$ cat src/inc/cpu_ctrl_pkg.sv
// Constants, register map and flag layout of the core control registers
//
// Summary of operation
// [RL1] Frame base is a 16-bit addressing base
// [RL2] Vector table base holds 20-bit table start
// [RL3] Instruction pointer is 20 bits, next instruction
// [RL4] Two 16-bit stacks, exactly one active
// [RL5] Stack select 0 picks interrupt, 1 user
// [RL6] Static base is a 16-bit addressing base
// [RL7] Flag word is 11 bits of status
// [RL8] Carry flag captures ALU carry or borrow
// [RL9] Software keeps debug flag at zero
// [RL10] Zero flag set on zero result
// [RL11] Sign flag set on negative result
// [RL12] Bank select picks register bank 0 or 1
// [RL13] Overflow flag set on overflow
// [RL14] Interrupt enable zero blocks maskable requests
// [RL15] Accepting an interrupt clears interrupt enable
// [RL16] Interrupts and traps 0-31 clear stack select
// [RL17] Priority level is 3 bits, 0 to 7
// [RL18] Accept only priority above current level
// [RL19] Reserved bits written zero, read undefined
// [RL20] Flag bit positions fixed by this layout
package cpu_ctrl_pkg;

  ////////////////////////////////////////////////////////////////////////////
  // Bus geometry
  localparam int ADDR_W = 8;
  localparam int DATA_W = 32;
  localparam logic [1:0] RESP_OKAY = 2'h0;
  localparam logic [1:0] RESP_SLVERR = 2'h2;

  ////////////////////////////////////////////////////////////////////////////
  // Register byte offsets
  localparam logic [7:0] FRAME_OFF = 8'h00;
  localparam logic [7:0] VTAB_OFF = 8'h04;
  localparam logic [7:0] IPTR_OFF = 8'h08;
  localparam logic [7:0] USTACK_OFF = 8'h0c;
  localparam logic [7:0] ISTACK_OFF = 8'h10;
  localparam logic [7:0] STATIC_OFF = 8'h14;
  localparam logic [7:0] FLAGS_OFF = 8'h18;
  localparam logic [7:0] ACTIVE_OFF = 8'h1c;

  ////////////////////////////////////////////////////////////////////////////
  // Flag word bit positions
  localparam int FLG_C = 0;
  localparam int FLG_D = 1;
  localparam int FLG_Z = 2;
  localparam int FLG_S = 3;
  localparam int FLG_B = 4;
  localparam int FLG_O = 5;
  localparam int FLG_I = 6;
  localparam int FLG_U = 7;
  localparam int PRIO_LSB = 8;
  localparam int PRIO_MSB = 10;

  ////////////////////////////////////////////////////////////////////////////
  // Reset values and limits
  localparam logic [15:0] FRAME_RST = 16'h0000;
  localparam logic [15:0] STATIC_RST = 16'h0000;
  localparam logic [19:0] VTAB_RST = 20'h00000;
  localparam logic [19:0] IPTR_RST = 20'h00000;
  localparam logic [15:0] USTACK_RST = 16'h0000;
  localparam logic [15:0] ISTACK_RST = 16'h0000;
  localparam logic [10:0] FLAGS_RST = 11'h000;
  localparam logic [5:0] TRAP_LIMIT = 6'h20;

endpackage

$ cat src/rtl/cpu_control_registers_and_flags.sv
// Core control registers, flag word, interrupt gate and AXI4-Lite access
//
// Added by the designer: register access over AXI4-Lite and the placing of the registers.
module cpu_control_registers_and_flags
(
  input wire logic aclk,
  input wire logic aresetn,
  // AXI4-Lite write address
  input wire logic [7:0] awaddr,
  input wire logic awvalid,
  output logic awready,
  // AXI4-Lite write data
  input wire logic [31:0] wdata,
  input wire logic [3:0] wstrb,
  input wire logic wvalid,
  output logic wready,
  // AXI4-Lite write response
  output logic [1:0] bresp,
  output logic bvalid,
  input wire logic bready,
  // AXI4-Lite read address
  input wire logic [7:0] araddr,
  input wire logic arvalid,
  output logic arready,
  // AXI4-Lite read data
  output logic [31:0] rdata,
  output logic [1:0] rresp,
  output logic rvalid,
  input wire logic rready,
  // ALU flag update from the sequencer
  input wire logic alu_upd_c,
  input wire logic alu_upd_z,
  input wire logic alu_upd_s,
  input wire logic alu_upd_o,
  input wire logic [15:0] alu_result,
  input wire logic alu_carry,
  input wire logic alu_overflow,
  // Sequencer loads
  input wire logic ip_we,
  input wire logic [19:0] ip_wdata,
  input wire logic stack_we,
  input wire logic [15:0] stack_wdata,
  // Interrupt and trap
  input wire logic irq_req,
  input wire logic [2:0] irq_priority,
  output logic irq_accept,
  input wire logic trap_exec,
  input wire logic [5:0] trap_number,
  // Register views for the core
  output logic [15:0] frame_base_pointer,
  output logic [15:0] static_base_pointer,
  output logic [19:0] vector_table_base,
  output logic [19:0] instruction_pointer,
  output logic [15:0] user_stack_pointer,
  output logic [15:0] interrupt_stack_pointer,
  output logic [15:0] active_stack_pointer,
  output logic [10:0] cpu_flag_word,
  output logic bank_select,
  output logic debug_flag
);

  ////////////////////////////////////////////////////////////////////////////
  // State of the whole block
  typedef struct packed {
    logic [15:0] frame;     // Frame base
    logic [15:0] stat;      // Static base
    logic [19:0] vtab;      // Vector table start
    logic [19:0] iptr;      // Next instruction
    logic [15:0] ustack;    // User stack
    logic [15:0] istack;    // Interrupt stack
    logic [10:0] flags;     // Flag word
    logic aw_got;           // Write address held
    logic [7:0] awaddr;     // Held write address
    logic w_got;            // Write data held
    logic [31:0] wdata;     // Held write data
    logic [3:0] wstrb;      // Held byte strobes
    logic bvalid;           // Write response pending
    logic [1:0] bresp;      // Write response code
    logic rvalid;           // Read data pending
    logic [31:0] rdata;     // Read data
    logic [1:0] rresp;      // Read response code
  } state_t;

  state_t s_r;              // Registered state
  state_t s_nxt;            // Next state
  logic wr_fire;            // Write committed this cycle
  logic [31:0] wr_mask;     // Byte strobes as bit mask
  logic [31:0] wr_tmp;      // Merged write word

  ////////////////////////////////////////////////////////////////////////////
  // Byte-lane merge of a write into an old word
  function automatic logic [31:0] merge(input logic [31:0] old_v,
                                        input logic [31:0] new_v,
                                        input logic [31:0] mask);
    merge = (old_v & ~mask) | (new_v & mask);
  endfunction

  ////////////////////////////////////////////////////////////////////////////
  // Handshake outputs, combinational from held state
  // One write and one read in flight; a held half waits for its partner
  assign awready = !s_r.aw_got && !s_r.bvalid;
  assign wready = !s_r.w_got && !s_r.bvalid;
  assign arready = !s_r.rvalid;
  assign wr_fire = s_r.aw_got && s_r.w_got && !s_r.bvalid;
  assign wr_mask = {{8{s_r.wstrb[3]}}, {8{s_r.wstrb[2]}},
                    {8{s_r.wstrb[1]}}, {8{s_r.wstrb[0]}}};

  // Gate: enable set and request strictly above current level
  assign irq_accept = irq_req && s_r.flags[cpu_ctrl_pkg::FLG_I] && // [RL14]
    (irq_priority > s_r.flags[cpu_ctrl_pkg::PRIO_MSB:  // [RL18]
                              cpu_ctrl_pkg::PRIO_LSB]); // [RL17]

  ////////////////////////////////////////////////////////////////////////////
  // Register views straight from flops, except the active stack view, muxed by stack select
  assign bresp = s_r.bresp;
  assign bvalid = s_r.bvalid;
  assign rdata = s_r.rdata;
  assign rresp = s_r.rresp;
  assign rvalid = s_r.rvalid;
  assign frame_base_pointer = s_r.frame;            // [RL1]
  assign static_base_pointer = s_r.stat;            // [RL6]
  assign vector_table_base = s_r.vtab;              // [RL2]
  assign instruction_pointer = s_r.iptr;            // [RL3]
  assign user_stack_pointer = s_r.ustack;
  assign interrupt_stack_pointer = s_r.istack;
  assign cpu_flag_word = s_r.flags;                 // [RL7] [RL20]
  assign bank_select = s_r.flags[cpu_ctrl_pkg::FLG_B]; // [RL12]
  assign debug_flag = s_r.flags[cpu_ctrl_pkg::FLG_D];
  // Only one stack is addressed by the core; the other holds its value unless written over the bus
  assign active_stack_pointer = s_r.flags[cpu_ctrl_pkg::FLG_U] ? // [RL4]
    s_r.ustack : s_r.istack;                        // [RL5]

  ////////////////////////////////////////////////////////////////////////////
  // Next-state logic
  // Bus writes land first; core events follow so hardware wins a tie
  always_comb
  begin
    s_nxt = s_r;
    wr_tmp = 32'h00000000;
    // Response retire before new capture
    if (s_r.bvalid && bready)
    begin
      s_nxt.bvalid = 1'b0;
    end
    if (awvalid && awready)
    begin
      s_nxt.aw_got = 1'b1;
      s_nxt.awaddr = awaddr;
    end
    if (wvalid && wready)
    begin
      s_nxt.w_got = 1'b1;
      s_nxt.wdata = wdata;
      s_nxt.wstrb = wstrb;
    end
    // Commit a complete write
    if (wr_fire)
    begin
      s_nxt.aw_got = 1'b0;
      s_nxt.w_got = 1'b0;
      s_nxt.bvalid = 1'b1;
      s_nxt.bresp = cpu_ctrl_pkg::RESP_OKAY;
      case (s_r.awaddr)
        cpu_ctrl_pkg::FRAME_OFF:
        begin
          wr_tmp = merge({16'h0000, s_r.frame}, s_r.wdata, wr_mask);
          s_nxt.frame = wr_tmp[15:0];                // [RL1]
        end
        cpu_ctrl_pkg::VTAB_OFF:
        begin
          wr_tmp = merge({12'h000, s_r.vtab}, s_r.wdata, wr_mask);
          s_nxt.vtab = wr_tmp[19:0];                 // [RL2]
        end
        cpu_ctrl_pkg::IPTR_OFF:
        begin
          wr_tmp = merge({12'h000, s_r.iptr}, s_r.wdata, wr_mask);
          s_nxt.iptr = wr_tmp[19:0];                 // [RL3]
        end
        cpu_ctrl_pkg::USTACK_OFF:
        begin
          wr_tmp = merge({16'h0000, s_r.ustack}, s_r.wdata, wr_mask);
          s_nxt.ustack = wr_tmp[15:0];               // [RL4]
        end
        cpu_ctrl_pkg::ISTACK_OFF:
        begin
          wr_tmp = merge({16'h0000, s_r.istack}, s_r.wdata, wr_mask);
          s_nxt.istack = wr_tmp[15:0];               // [RL4]
        end
        cpu_ctrl_pkg::STATIC_OFF:
        begin
          wr_tmp = merge({16'h0000, s_r.stat}, s_r.wdata, wr_mask);
          s_nxt.stat = wr_tmp[15:0];                 // [RL6]
        end
        cpu_ctrl_pkg::FLAGS_OFF:
        begin
          // Bits above the word are dropped; software keeps debug at 0
          wr_tmp = merge({21'h000000, s_r.flags}, s_r.wdata, wr_mask);
          s_nxt.flags = wr_tmp[10:0];                // [RL19] [RL9]
        end
        cpu_ctrl_pkg::ACTIVE_OFF:
        begin
          // Read-only view; write accepted and ignored
          s_nxt.bresp = cpu_ctrl_pkg::RESP_OKAY;
        end
        default:
        begin
          s_nxt.bresp = cpu_ctrl_pkg::RESP_SLVERR;
        end
      endcase
    end
    // Read channel: retire, then capture
    if (s_r.rvalid && rready)
    begin
      s_nxt.rvalid = 1'b0;
    end
    if (arvalid && arready)
    begin
      s_nxt.rvalid = 1'b1;
      s_nxt.rresp = cpu_ctrl_pkg::RESP_OKAY;
      case (araddr)
        cpu_ctrl_pkg::FRAME_OFF: s_nxt.rdata = {16'h0000, s_r.frame};
        cpu_ctrl_pkg::VTAB_OFF: s_nxt.rdata = {12'h000, s_r.vtab};
        cpu_ctrl_pkg::IPTR_OFF: s_nxt.rdata = {12'h000, s_r.iptr};
        cpu_ctrl_pkg::USTACK_OFF: s_nxt.rdata = {16'h0000, s_r.ustack};
        cpu_ctrl_pkg::ISTACK_OFF: s_nxt.rdata = {16'h0000, s_r.istack};
        cpu_ctrl_pkg::STATIC_OFF: s_nxt.rdata = {16'h0000, s_r.stat};
        // Unused upper bits read as zero
        cpu_ctrl_pkg::FLAGS_OFF: s_nxt.rdata = {21'h000000, s_r.flags};
        cpu_ctrl_pkg::ACTIVE_OFF:
          s_nxt.rdata = {16'h0000, active_stack_pointer};
        default:
        begin
          s_nxt.rdata = 32'h00000000;
          s_nxt.rresp = cpu_ctrl_pkg::RESP_SLVERR;
        end
      endcase
    end
    // Sequencer loads
    if (ip_we)
    begin
      s_nxt.iptr = ip_wdata;                         // [RL3]
    end
    if (stack_we)
    begin
      // Write goes to whichever stack is active now
      if (s_r.flags[cpu_ctrl_pkg::FLG_U])
        s_nxt.ustack = stack_wdata;                  // [RL5]
      else
        s_nxt.istack = stack_wdata;                  // [RL5]
    end
    // ALU result flags
    if (alu_upd_c)
      s_nxt.flags[cpu_ctrl_pkg::FLG_C] = alu_carry;  // [RL8]
    if (alu_upd_z)
      s_nxt.flags[cpu_ctrl_pkg::FLG_Z] = (alu_result == 16'h0000); // [RL10]
    if (alu_upd_s)
      s_nxt.flags[cpu_ctrl_pkg::FLG_S] = alu_result[15]; // [RL11]
    if (alu_upd_o)
      s_nxt.flags[cpu_ctrl_pkg::FLG_O] = alu_overflow; // [RL13]
    // Interrupt acceptance masks further requests and selects INTERRUPT_STACK_POINTER stack
    if (irq_accept)
    begin
      s_nxt.flags[cpu_ctrl_pkg::FLG_I] = 1'b0;       // [RL15]
      s_nxt.flags[cpu_ctrl_pkg::FLG_U] = 1'b0;       // [RL16]
    end
    // Low-numbered traps run on the interrupt stack
    if (trap_exec && (trap_number < cpu_ctrl_pkg::TRAP_LIMIT))
    begin
      s_nxt.flags[cpu_ctrl_pkg::FLG_U] = 1'b0;       // [RL16]
    end
  end

  ////////////////////////////////////////////////////////////////////////////
  // State register, synchronous active-low reset
  always_ff @(posedge aclk)
  begin
    if (!aresetn)
    begin
      s_r <= '0;
      s_r.frame <= cpu_ctrl_pkg::FRAME_RST;
      s_r.stat <= cpu_ctrl_pkg::STATIC_RST;
      s_r.vtab <= cpu_ctrl_pkg::VTAB_RST;
      s_r.iptr <= cpu_ctrl_pkg::IPTR_RST;
      s_r.ustack <= cpu_ctrl_pkg::USTACK_RST;
      s_r.istack <= cpu_ctrl_pkg::ISTACK_RST;
      s_r.flags <= cpu_ctrl_pkg::FLAGS_RST;
    end
    else
    begin
      s_r <= s_nxt;
    end
  end

  // Helpers: bus write to a given register this cycle
  logic wr_frame;
  logic wr_vtab;
  logic wr_flags;
  assign wr_frame = wr_fire && (s_r.awaddr == cpu_ctrl_pkg::FRAME_OFF);
  assign wr_vtab = wr_fire && (s_r.awaddr == cpu_ctrl_pkg::VTAB_OFF);
  assign wr_flags = wr_fire && (s_r.awaddr == cpu_ctrl_pkg::FLAGS_OFF);
endmodule // cpu_control_registers_and_flags

$ cat config.mk
export PLATFORM = sky130hd
export DESIGN_NAME = cpu_control_registers_and_flags
export DESIGN_NICKNAME = d
export VERILOG_FILES = /design/src/inc/cpu_ctrl_pkg.sv /design/src/rtl/cpu_control_registers_and_flags.sv
export SDC_FILE = /design/constraint.sdc
export NUM_CORES = 1
export LEC_CHECK = 0
export BUFFER_PORTS_ARGS = -buffer_cell sky130_fd_sc_hd__buf_2
export CAP_MARGIN = 20
export CELL_PAD_IN_SITES_DETAIL_PLACEMENT = 1
export CELL_PAD_IN_SITES_GLOBAL_PLACEMENT = 1
export CORE_MARGIN = 1
export CORE_UTILIZATION = 37
export DETAILED_ROUTE_END_ITERATION = 10
export PLACE_DENSITY = 0.85
export RECOVER_POWER = 25
export SLEW_MARGIN = 10
export SYNTH_ARGS = -nofsm -noshare
export SYNTH_HDL_FRONTEND = slang
export SYNTH_SLANG_ARGS = --single-unit
export TNS_END_PERCENT = 30
$ cat constraint.sdc
create_clock -name aclk -period 2.1 [get_ports aclk]
set_clock_uncertainty 0.15 [all_clocks]
set_input_delay 0.21 -clock aclk [delete_from_list [all_inputs] [get_ports aclk]]
set_output_delay 0.21 -clock aclk [all_outputs]
set_load 0.005 [all_outputs]
# Word-level counts from Yosys, hierarchy flattened
# Index checks and enable logic that the tools add are counted.
# word_totals
register_bits	186
latch_bits	0
ram_bits	0
romBits	0
input_bits	130
output_inout_bits	175
elab_cells	123
mem_count	0
# op_classes
add_sub_neg	0
mul	0
n_div	0
order_cmp	2
eq_ne	14
n_shift	0
muxes	22
bitwise	17
reduce_logical	45
# op_table
op	count
20-bit one-hot mux with 8 select lines	1
16-bit 2-to-1 mux	5
16-bit bitwise AND	4
8-bit by 5-bit equality test with 1-bit output (second input constant)	8
64-bit 2-to-1 mux	1
16-bit OR	4
20-bit bitwise AND	3
20-bit 2-to-1 mux	2
20-bit OR	2
35-bit 2-to-1 mux	1
8-bit by 4-bit equality test with 1-bit output (second input constant)	4
32-bit 2-to-1 mux	1
2-bit nonzero test	12
20-bit NOT	1
2-bit AND reduction	9
8-bit by 3-bit equality test with 1-bit output (second input constant)	2
16-bit logical NOT	1
8-bit logical NOT	2
8-bit OR reduction	2
1-bit logical AND	12
11-bit bitwise AND	1
11-bit 2-to-1 mux	1
11-bit OR	1
9-bit 2-to-1 mux	1
9 further kinds	19

# Depth between registers and ports, before layout
# Gate-level depths: netlist (run 1).
# logic_depth
ltp_word	7
depth_mapped	8
mapped_depth_nobuf	7

# Worst setup path before layout (run 1)
# OpenSTA, ideal clock, no wires.
# synth_timing
kind	register to register
startpoint	register s_r[75] (netlist name)
endpoint	register (tool-made name)
setup_ns	0.122
arrival_time_ns	1.643
t_required_ns	1.828
path_slack_ns	0.185
stages_incl_launch_ff	7
n_path_buf	1
synth_period_minus_slack_ns	1.915
cell_sequence	dfxtp_1 -> or4_4 -> nor3_4 -> nand4_1 -> buf_2 -> nand3_1 -> o21ai_0
# synth_rtl
item	line	source
start: declaration	cpu_control_registers_and_flags.sv:84	state_t s_r;
start signal: assignment	cpu_control_registers_and_flags.sv:290	s_r <= s_nxt;

==> results.yml, run 1 <==
run_status:
  outcome: "completed"
floorplanning:
  ioPinCount: 305
  start_util_pct: 38.07
  rows: 56
  die-width_um: 158.3
  die_area_mm2: 0.02507
  core_area_mm2: 0.02375
  die_h_um: 158.3
yosys:
  synth_cell_types: 50
  yosysWarnings: 0
  synthCells: 1052
  yosysTopAreaCellShare_pct: 38.08
  async_flop_share_pct: 0
  synth_area_leaders: "dfxtp_1 38%, buf_4 13%, mux2i_1 9.6%, o21ai_0 6.9%, nand2_1 5.2%"
  syn_avg_cell_area_um2: 8.595
  ys_seq_elements: 172
  yosysTopAreaCell: "dfxtp_1"
  syn_area_mm2: 0.009042
  yosysSeqAreaShare_pct: 38.08
  synth_edf_count: 0
  synthFlopType: "dfxtp_1"
placement:
  gp_congestion: 0.8961
  place.port_buffers: 272
  place_hpwl_mm: 22.54
critical_path:
  cp-start-kind: "flip-flop"
  cp.arrival_ns: 2.17
  worstRegToRegCells: 7
  crit_start: "s_r[75]$_SDFFE_PN0P_"
  cp_max_fo: 16
  r2r-start: "s_r[75]$_SDFFE_PN0P_"
  reg2reg_slack_ns: 0.07
  cp.required_ns: 2.24
  path_class: "reg -> reg"
  crit_path_end_kind: "flip-flop"
drt:
  vias: 8459
  wl_met3_mm: 1.678
  wl_met2_mm: 16.06
  wl_met1_mm: 14.66
  via_per_inst: 5.290
  antenna_left: 0
  dr.first_iter.drc_count: 441
  drtPass1Iterations: 4
  drt_wl_total_mm: 33.51
  highest_layer: "met5"
  drc: 0
  wl_per_cell_um: 20.95
cells_and_area:
  nets: 1399
  areaGrowthSynthToFinish_pct: 26.04
  drive_gt1_share_pct: 25.98
  final_core_util_pct: 47.98
clock_tree:
  cts.path.max_buffers: 2
  clockRootBuffer: "clkbuf_16"
  numCtsBuffers: 17
  cts.reportedPaths.clkPinSlew_ns: 0.07
  cts_sinks: 172
  cts_tree: "yes"
  clk-insertion-delay-late_ns: 0.42
  htreeDepth: 4
grt:
  grt_max_degree: 174
  grt_antenna_before_repair: 3
  grt_usage_pct: 26.61
  grt-ovfl-total: 0
  grt_pass1_vias: 8871
  grt_pass1_wl_mm: 50.52
timing:
  tightest_slew_ns: 0.6870
  period_share_pct: 96.78
  setup_violations: 0
  fin_crit_ns: 2.032
  hold_violations: 0
  setup_tns_ns: 0
  fmax_ghz: 0.4920
  rsz0062_at_grt: "yes"
  slew_headroom_pct: 54.20
  slew_viol_final: 0
hold_path:
  hold_start: "araddr[0]"
  hold_class: "in -> reg"
pwr:
  powerDensity_mw_per_mm2: 713.7
  p_leak_nw: 4.657
  peakVddDrop_mv: 0.5479
run:
  maxCapViolCount: 0
[cell usage in the layout, fill, tap and decap left out, types with 8 or more instances in the layout]
| cell type | count |
|---|---|
| buf_2 | 213 |
| dfxtp_1 | 168 |
| nand2_1 | 125 |
| o21ai_0 | 125 |
| mux2i_1 | 87 |
| dlygate4sd3_1 | 86 |
| a21oi_1 | 63 |
| nand3_1 | 61 |
| clkbuf_1 | 58 |
| a21boi_0 | 36 |
| buf_4 | 32 |
| nor2b_1 | 20 |
| clkbuf_16 | 17 |
| mux2_2 | 14 |
| o22ai_1 | 14 |
| conb_1 | 14 |
| inv_1 | 12 |
| nor2_1 | 12 |
| mux4_2 | 11 |
| a31oi_1 | 8 |
[power by group]
part	internal, W	switching, W	leakage (nW)
clock	0.00226	0.00140	0.329
combinational	0.000451	0.000494	2.92
sequential	0.00337	0.000159	1.40
[cell families after synthesis]
group / share of synthesized area (%)
compound gates: 17.01
flops: 38.08
buf+inv: 16.09
simple gates: 14.25
other cells: 0.04147
mux: 14.11
fa+ha+maj: 0.4152
[cell usage after synthesis (all sizes together), types with 3 or more instances]
master / count
nor2: 13
mux4: 11
inv: 12
clkbuf: 45
nor4: 5
dfxtp: 172
nor3: 6
o21ai: 127
and4: 3
o22ai: 14
and3: 4
nand3: 62
nand4: 5
a22oi: 4
a32o: 3
a22o: 6
nand3b: 3
mux2: 14
ha: 3
a21boi: 36
mux2i: 87
nand2b: 4
nand2: 125
nor2b: 21
buf: 174
a31oi: 8
a21oi: 64
[critical path: stages (launching register included)]
cell	delay, ns
dfxtp_2	0.34
or4_4	0.54
nor3_4	0.21
buf_6	0.15
nand3_1	0.12
buf_6	0.19
nand3_1	0.09
o21ai_0	0.11
[metal layers]
layer  vias up  track usage [%]
met5         -                0
met2       291            44.44
li1       3956                -
met3        71            4.981
met4         2            10.99
met1      4139            33.58
[cell type report]
cell class                 instances  area, µm²
antenna                            2      5.005
clock buffer                      17      425.4
clock inverter                    14      254.0
fill                            2819      12360
inverter                          12      45.04
multi-input combinational        662       4237
sequential                       172       3451
tap                              319      399.1
timing repair buffer             401       2581
[what timing repair did]
action / in CTS / in global routing
hold buffers: 86 / 0
pin swaps: 0 / 2
resized for setup: 1 / 17
setup buffers: 0 / 1
setup endpoints to repair: 1 / 29
endpoints found under the hold margin: 87 / 0
[worst min-delay path by stage]
stage	end	depth (start not counted)
after detailed placement	rdata[9]$_SDFFE_PN0P_	2
after CTS	rresp[1]$_SDFFE_PN0P_	4
final	rresp[1]$_SDFFE_PN0P_	4
after global placement	rdata[0]$_SDFFE_PN0P_	2
after global routing	rresp[1]$_SDFFE_PN0P_	4
after floorplan	rvalid$_SDFFE_PN0P_	1
[stage by stage]
stage | setup slack (ns) | hold slack (ns) | instance area, µm² | total power (W) | instances
6_report | 0.06756 | 0.07244 | 11400 | 0.008134 | 1599
5_1_grt | -0.02423 | 0.1064 | 11400 | 0.008388 | 1599
4_1_cts | 0.04036 | 0.05488 | 11380 | 0.008127 | 1595
3_5_place_dp | 0.08134 | 0.2890 | 9839 | 0.004357 | 1478
3_3_place_gp | 0.1459 | 0.2817 | 9839 | 0.004319 | 1478
2_1_floorplan | 0.1852 | 0.1978 | 9091 | 0.004045 | 1065
Note: power is estimated with default switching activity, not from simulation.
==> inputs of run 2 (changes only) <==
GPL_TIMING_DRIVEN = 0   (was default)
==> run 2 against run 1 <==
- the flow now finishes with violations (negative setup slack)
- power is 3.0% lower
- design area is 13% higher
- count of clock-buffer cells in the layout increased by 5
- non-clock buffer count is 190 higher
- register-to-register slack got worse by 0.07 ns
- worst hold slack lost 0.0032 ns
- combinational power grew 17%
- first-iteration DRC count rose by 30%
==> results.yml, run 2 (synthesis gave the netlist of run 1 again) <==
run_status:
  outcome: "finished, violations left"
  violations: "negative setup slack"
pwr:
  powerDensity_mw_per_mm2: 612.2
  peakVddDrop_mv: 0.5080
  p_leak_nw: 5.678
cells_and_area:
  final_common_cell: "buf_2"
  fin_area_mm2: 0.01289
  final_cell_mix: "264 x buf_2, 165 x dfxtp_1, 125 x nand2_1, 99 x buf_4, 91 x o21ai_0"
  areaGrowthSynthToFinish_pct: 42.51
  final_cells: 1788
  nets: 1589
  drive_gt1_share_pct: 38.28
  final_core_util_pct: 54.25
critical_path:
  worstRegToRegCells: 4
  cp-start-kind: "flip-flop"
  reg2reg_slack_ns: -0.007
  path_class: "reg -> reg"
  crit_start: "s_r[77]$_SDFFE_PN0P_"
  r2r-start: "s_r[77]$_SDFFE_PN0P_"
  cp_max_fo: 7
  cp.arrival_ns: 2.29
  cp.required_ns: 2.28
  crit_path_end_kind: "flip-flop"
timing:
  fin_crit_ns: 2.107
  rsz0062_at_grt: "yes"
  tightest_slew_ns: 0.8389
  setup_violations: 5
  slew_headroom_pct: 43.61
  period_share_pct: 100.3
  fmax_ghz: 0.4746
  fin_ws_ns: -0.006955
  slew_viol_final: 0
  hold_violations: 0
clock_tree:
  cts.reportedPaths.clkPinSlew_ns: 0.07
  cts.path.max_buffers: 2
  clockRootBuffer: "clkbuf_16"
  cts_sinks: 172
  cts_tree: "yes"
  htreeDepth: 4
  numCtsBuffers: 17
  clk-insertion-delay-late_ns: 0.44
drt:
  wl_met2_mm: 20.42
  wl_met3_mm: 2.661
  drt_wl_total_mm: 40.45
  wl_per_cell_um: 22.62
  dr.first_iter.drc_count: 575
  via_per_inst: 5.424
  vias: 9698
  drc: 0
  wl_met1_mm: 15.55
  drtPass1Iterations: 5
  highest_layer: "met5"
  antenna_left: 0
floorplanning:
  die-width_um: 158.3
  ioPinCount: 305
  die_area_mm2: 0.02507
  start_util_pct: 38.07
  rows: 56
  core_area_mm2: 0.02375
  die_h_um: 158.3
hold_path:
  hold_class: "in -> reg"
  hold_depth: 4
grt:
  grt_max_degree: 17
  grt_antenna_before_repair: 3
  grt_pass1_wl_mm: 57.83
  grt_usage_pct: 31.13
  grt_pass1_vias: 9988
  grt-ovfl-total: 0
placement:
  place.port_buffers: 270
  place_hpwl_mm: 27.34
  gp_congestion: 0.9366
  placed_cells: 1654
  postPlaceCellArea_mm2: 0.01084
run:
  maxCapViolCount: 0
-- run 2: cell count changes in the layout (fill, tap and decap cells not counted), moves of 6 or more --
cell,previous run,this run
buf_1,0,7
buf_2,213,264
buf_4,32,99
buf_6,5,13
clkbuf_1,58,49
clkbuf_4,0,60
mux2_2,14,8
mux2_4,0,6
nand3_1,61,39
nand3_2,1,19
o21ai_0,125,91
o21ai_1,2,27
o21ai_2,0,9
-- run 2: final cells by class --
cell class	instances	area (µm²)
fill	2832	10870
inverter	12	45.04
timing repair buffer	372	2387
clock buffer	22	484.2
buffer	219	1531
clock inverter	9	111.4
multi-input combinational	662	4466
sequential	172	3460
antenna	1	2.502
tap	319	399.1
-- run 2: worst max-delay path, cell delays in order, from the launching register on --
cell and delay, ns:
dfxtp_1 0.55, nor2b_2 0.53, nand4b_1 0.41, mux2i_1 0.29, nor2b_1 0.06
-- run 2: stage by stage --
step | hold WS (ns) | worst slack [ns] | power, W | TNS (ns)
global placement | 0.2876 | -0.9788 | 0.004439 | -25.61
floorplan | 0.1978 | 0.1852 | 0.004045 | 0
global route | 0.09310 | -0.1121 | 0.008101 | -1.934
CTS | 0.04899 | -0.06380 | 0.007785 | -0.07906
finish | 0.06922 | -0.006955 | 0.007889 | -0.01899
detailed placement | 0.2986 | -0.9850 | 0.004473 | -39.77
-- run 2: worst min-delay path by stage --
stage                               start                      to  slack (ns)
floorplan                         arvalid     rvalid$_SDFFE_PN0P_        0.20
global placement    rdata[7]$_SDFFE_PN0P_   rdata[7]$_SDFFE_PN0P_        0.29
detailed placement  rdata[2]$_SDFFE_PN0P_   rdata[2]$_SDFFE_PN0P_        0.30
CTS                               arvalid  rdata[16]$_SDFFE_PN0P_        0.05
global route                    araddr[1]  rdata[17]$_SDFFE_PN0P_        0.09
finish                          araddr[1]  rdata[17]$_SDFFE_PN0P_        0.07
-- run 2: power by group --
group / total [W] / internal [W] / switching [W]
logic: 0.00111 / 0.000532 / 0.000581
registers: 0.00354 / 0.00337 / 0.000171
clock network: 0.00324 / 0.00188 / 0.00136
-- run 2: timing repair --
item,CTS,global route
setup endpoints to repair,112,131
hold endpoints to repair,85,0
gates resized for setup,58,99
hold buffers,87,0
pin swaps,4,5
gates cloned,2,2
setup buffers,10,1
-- run 2: routing by layer --
metal / vias up / global-route usage, %
li1: 4347 / -
met1: 4702 / 36.30
met2: 500 / 54.14
met3: 145 / 5.498
met4: 4 / 16.76
met5: - / 0
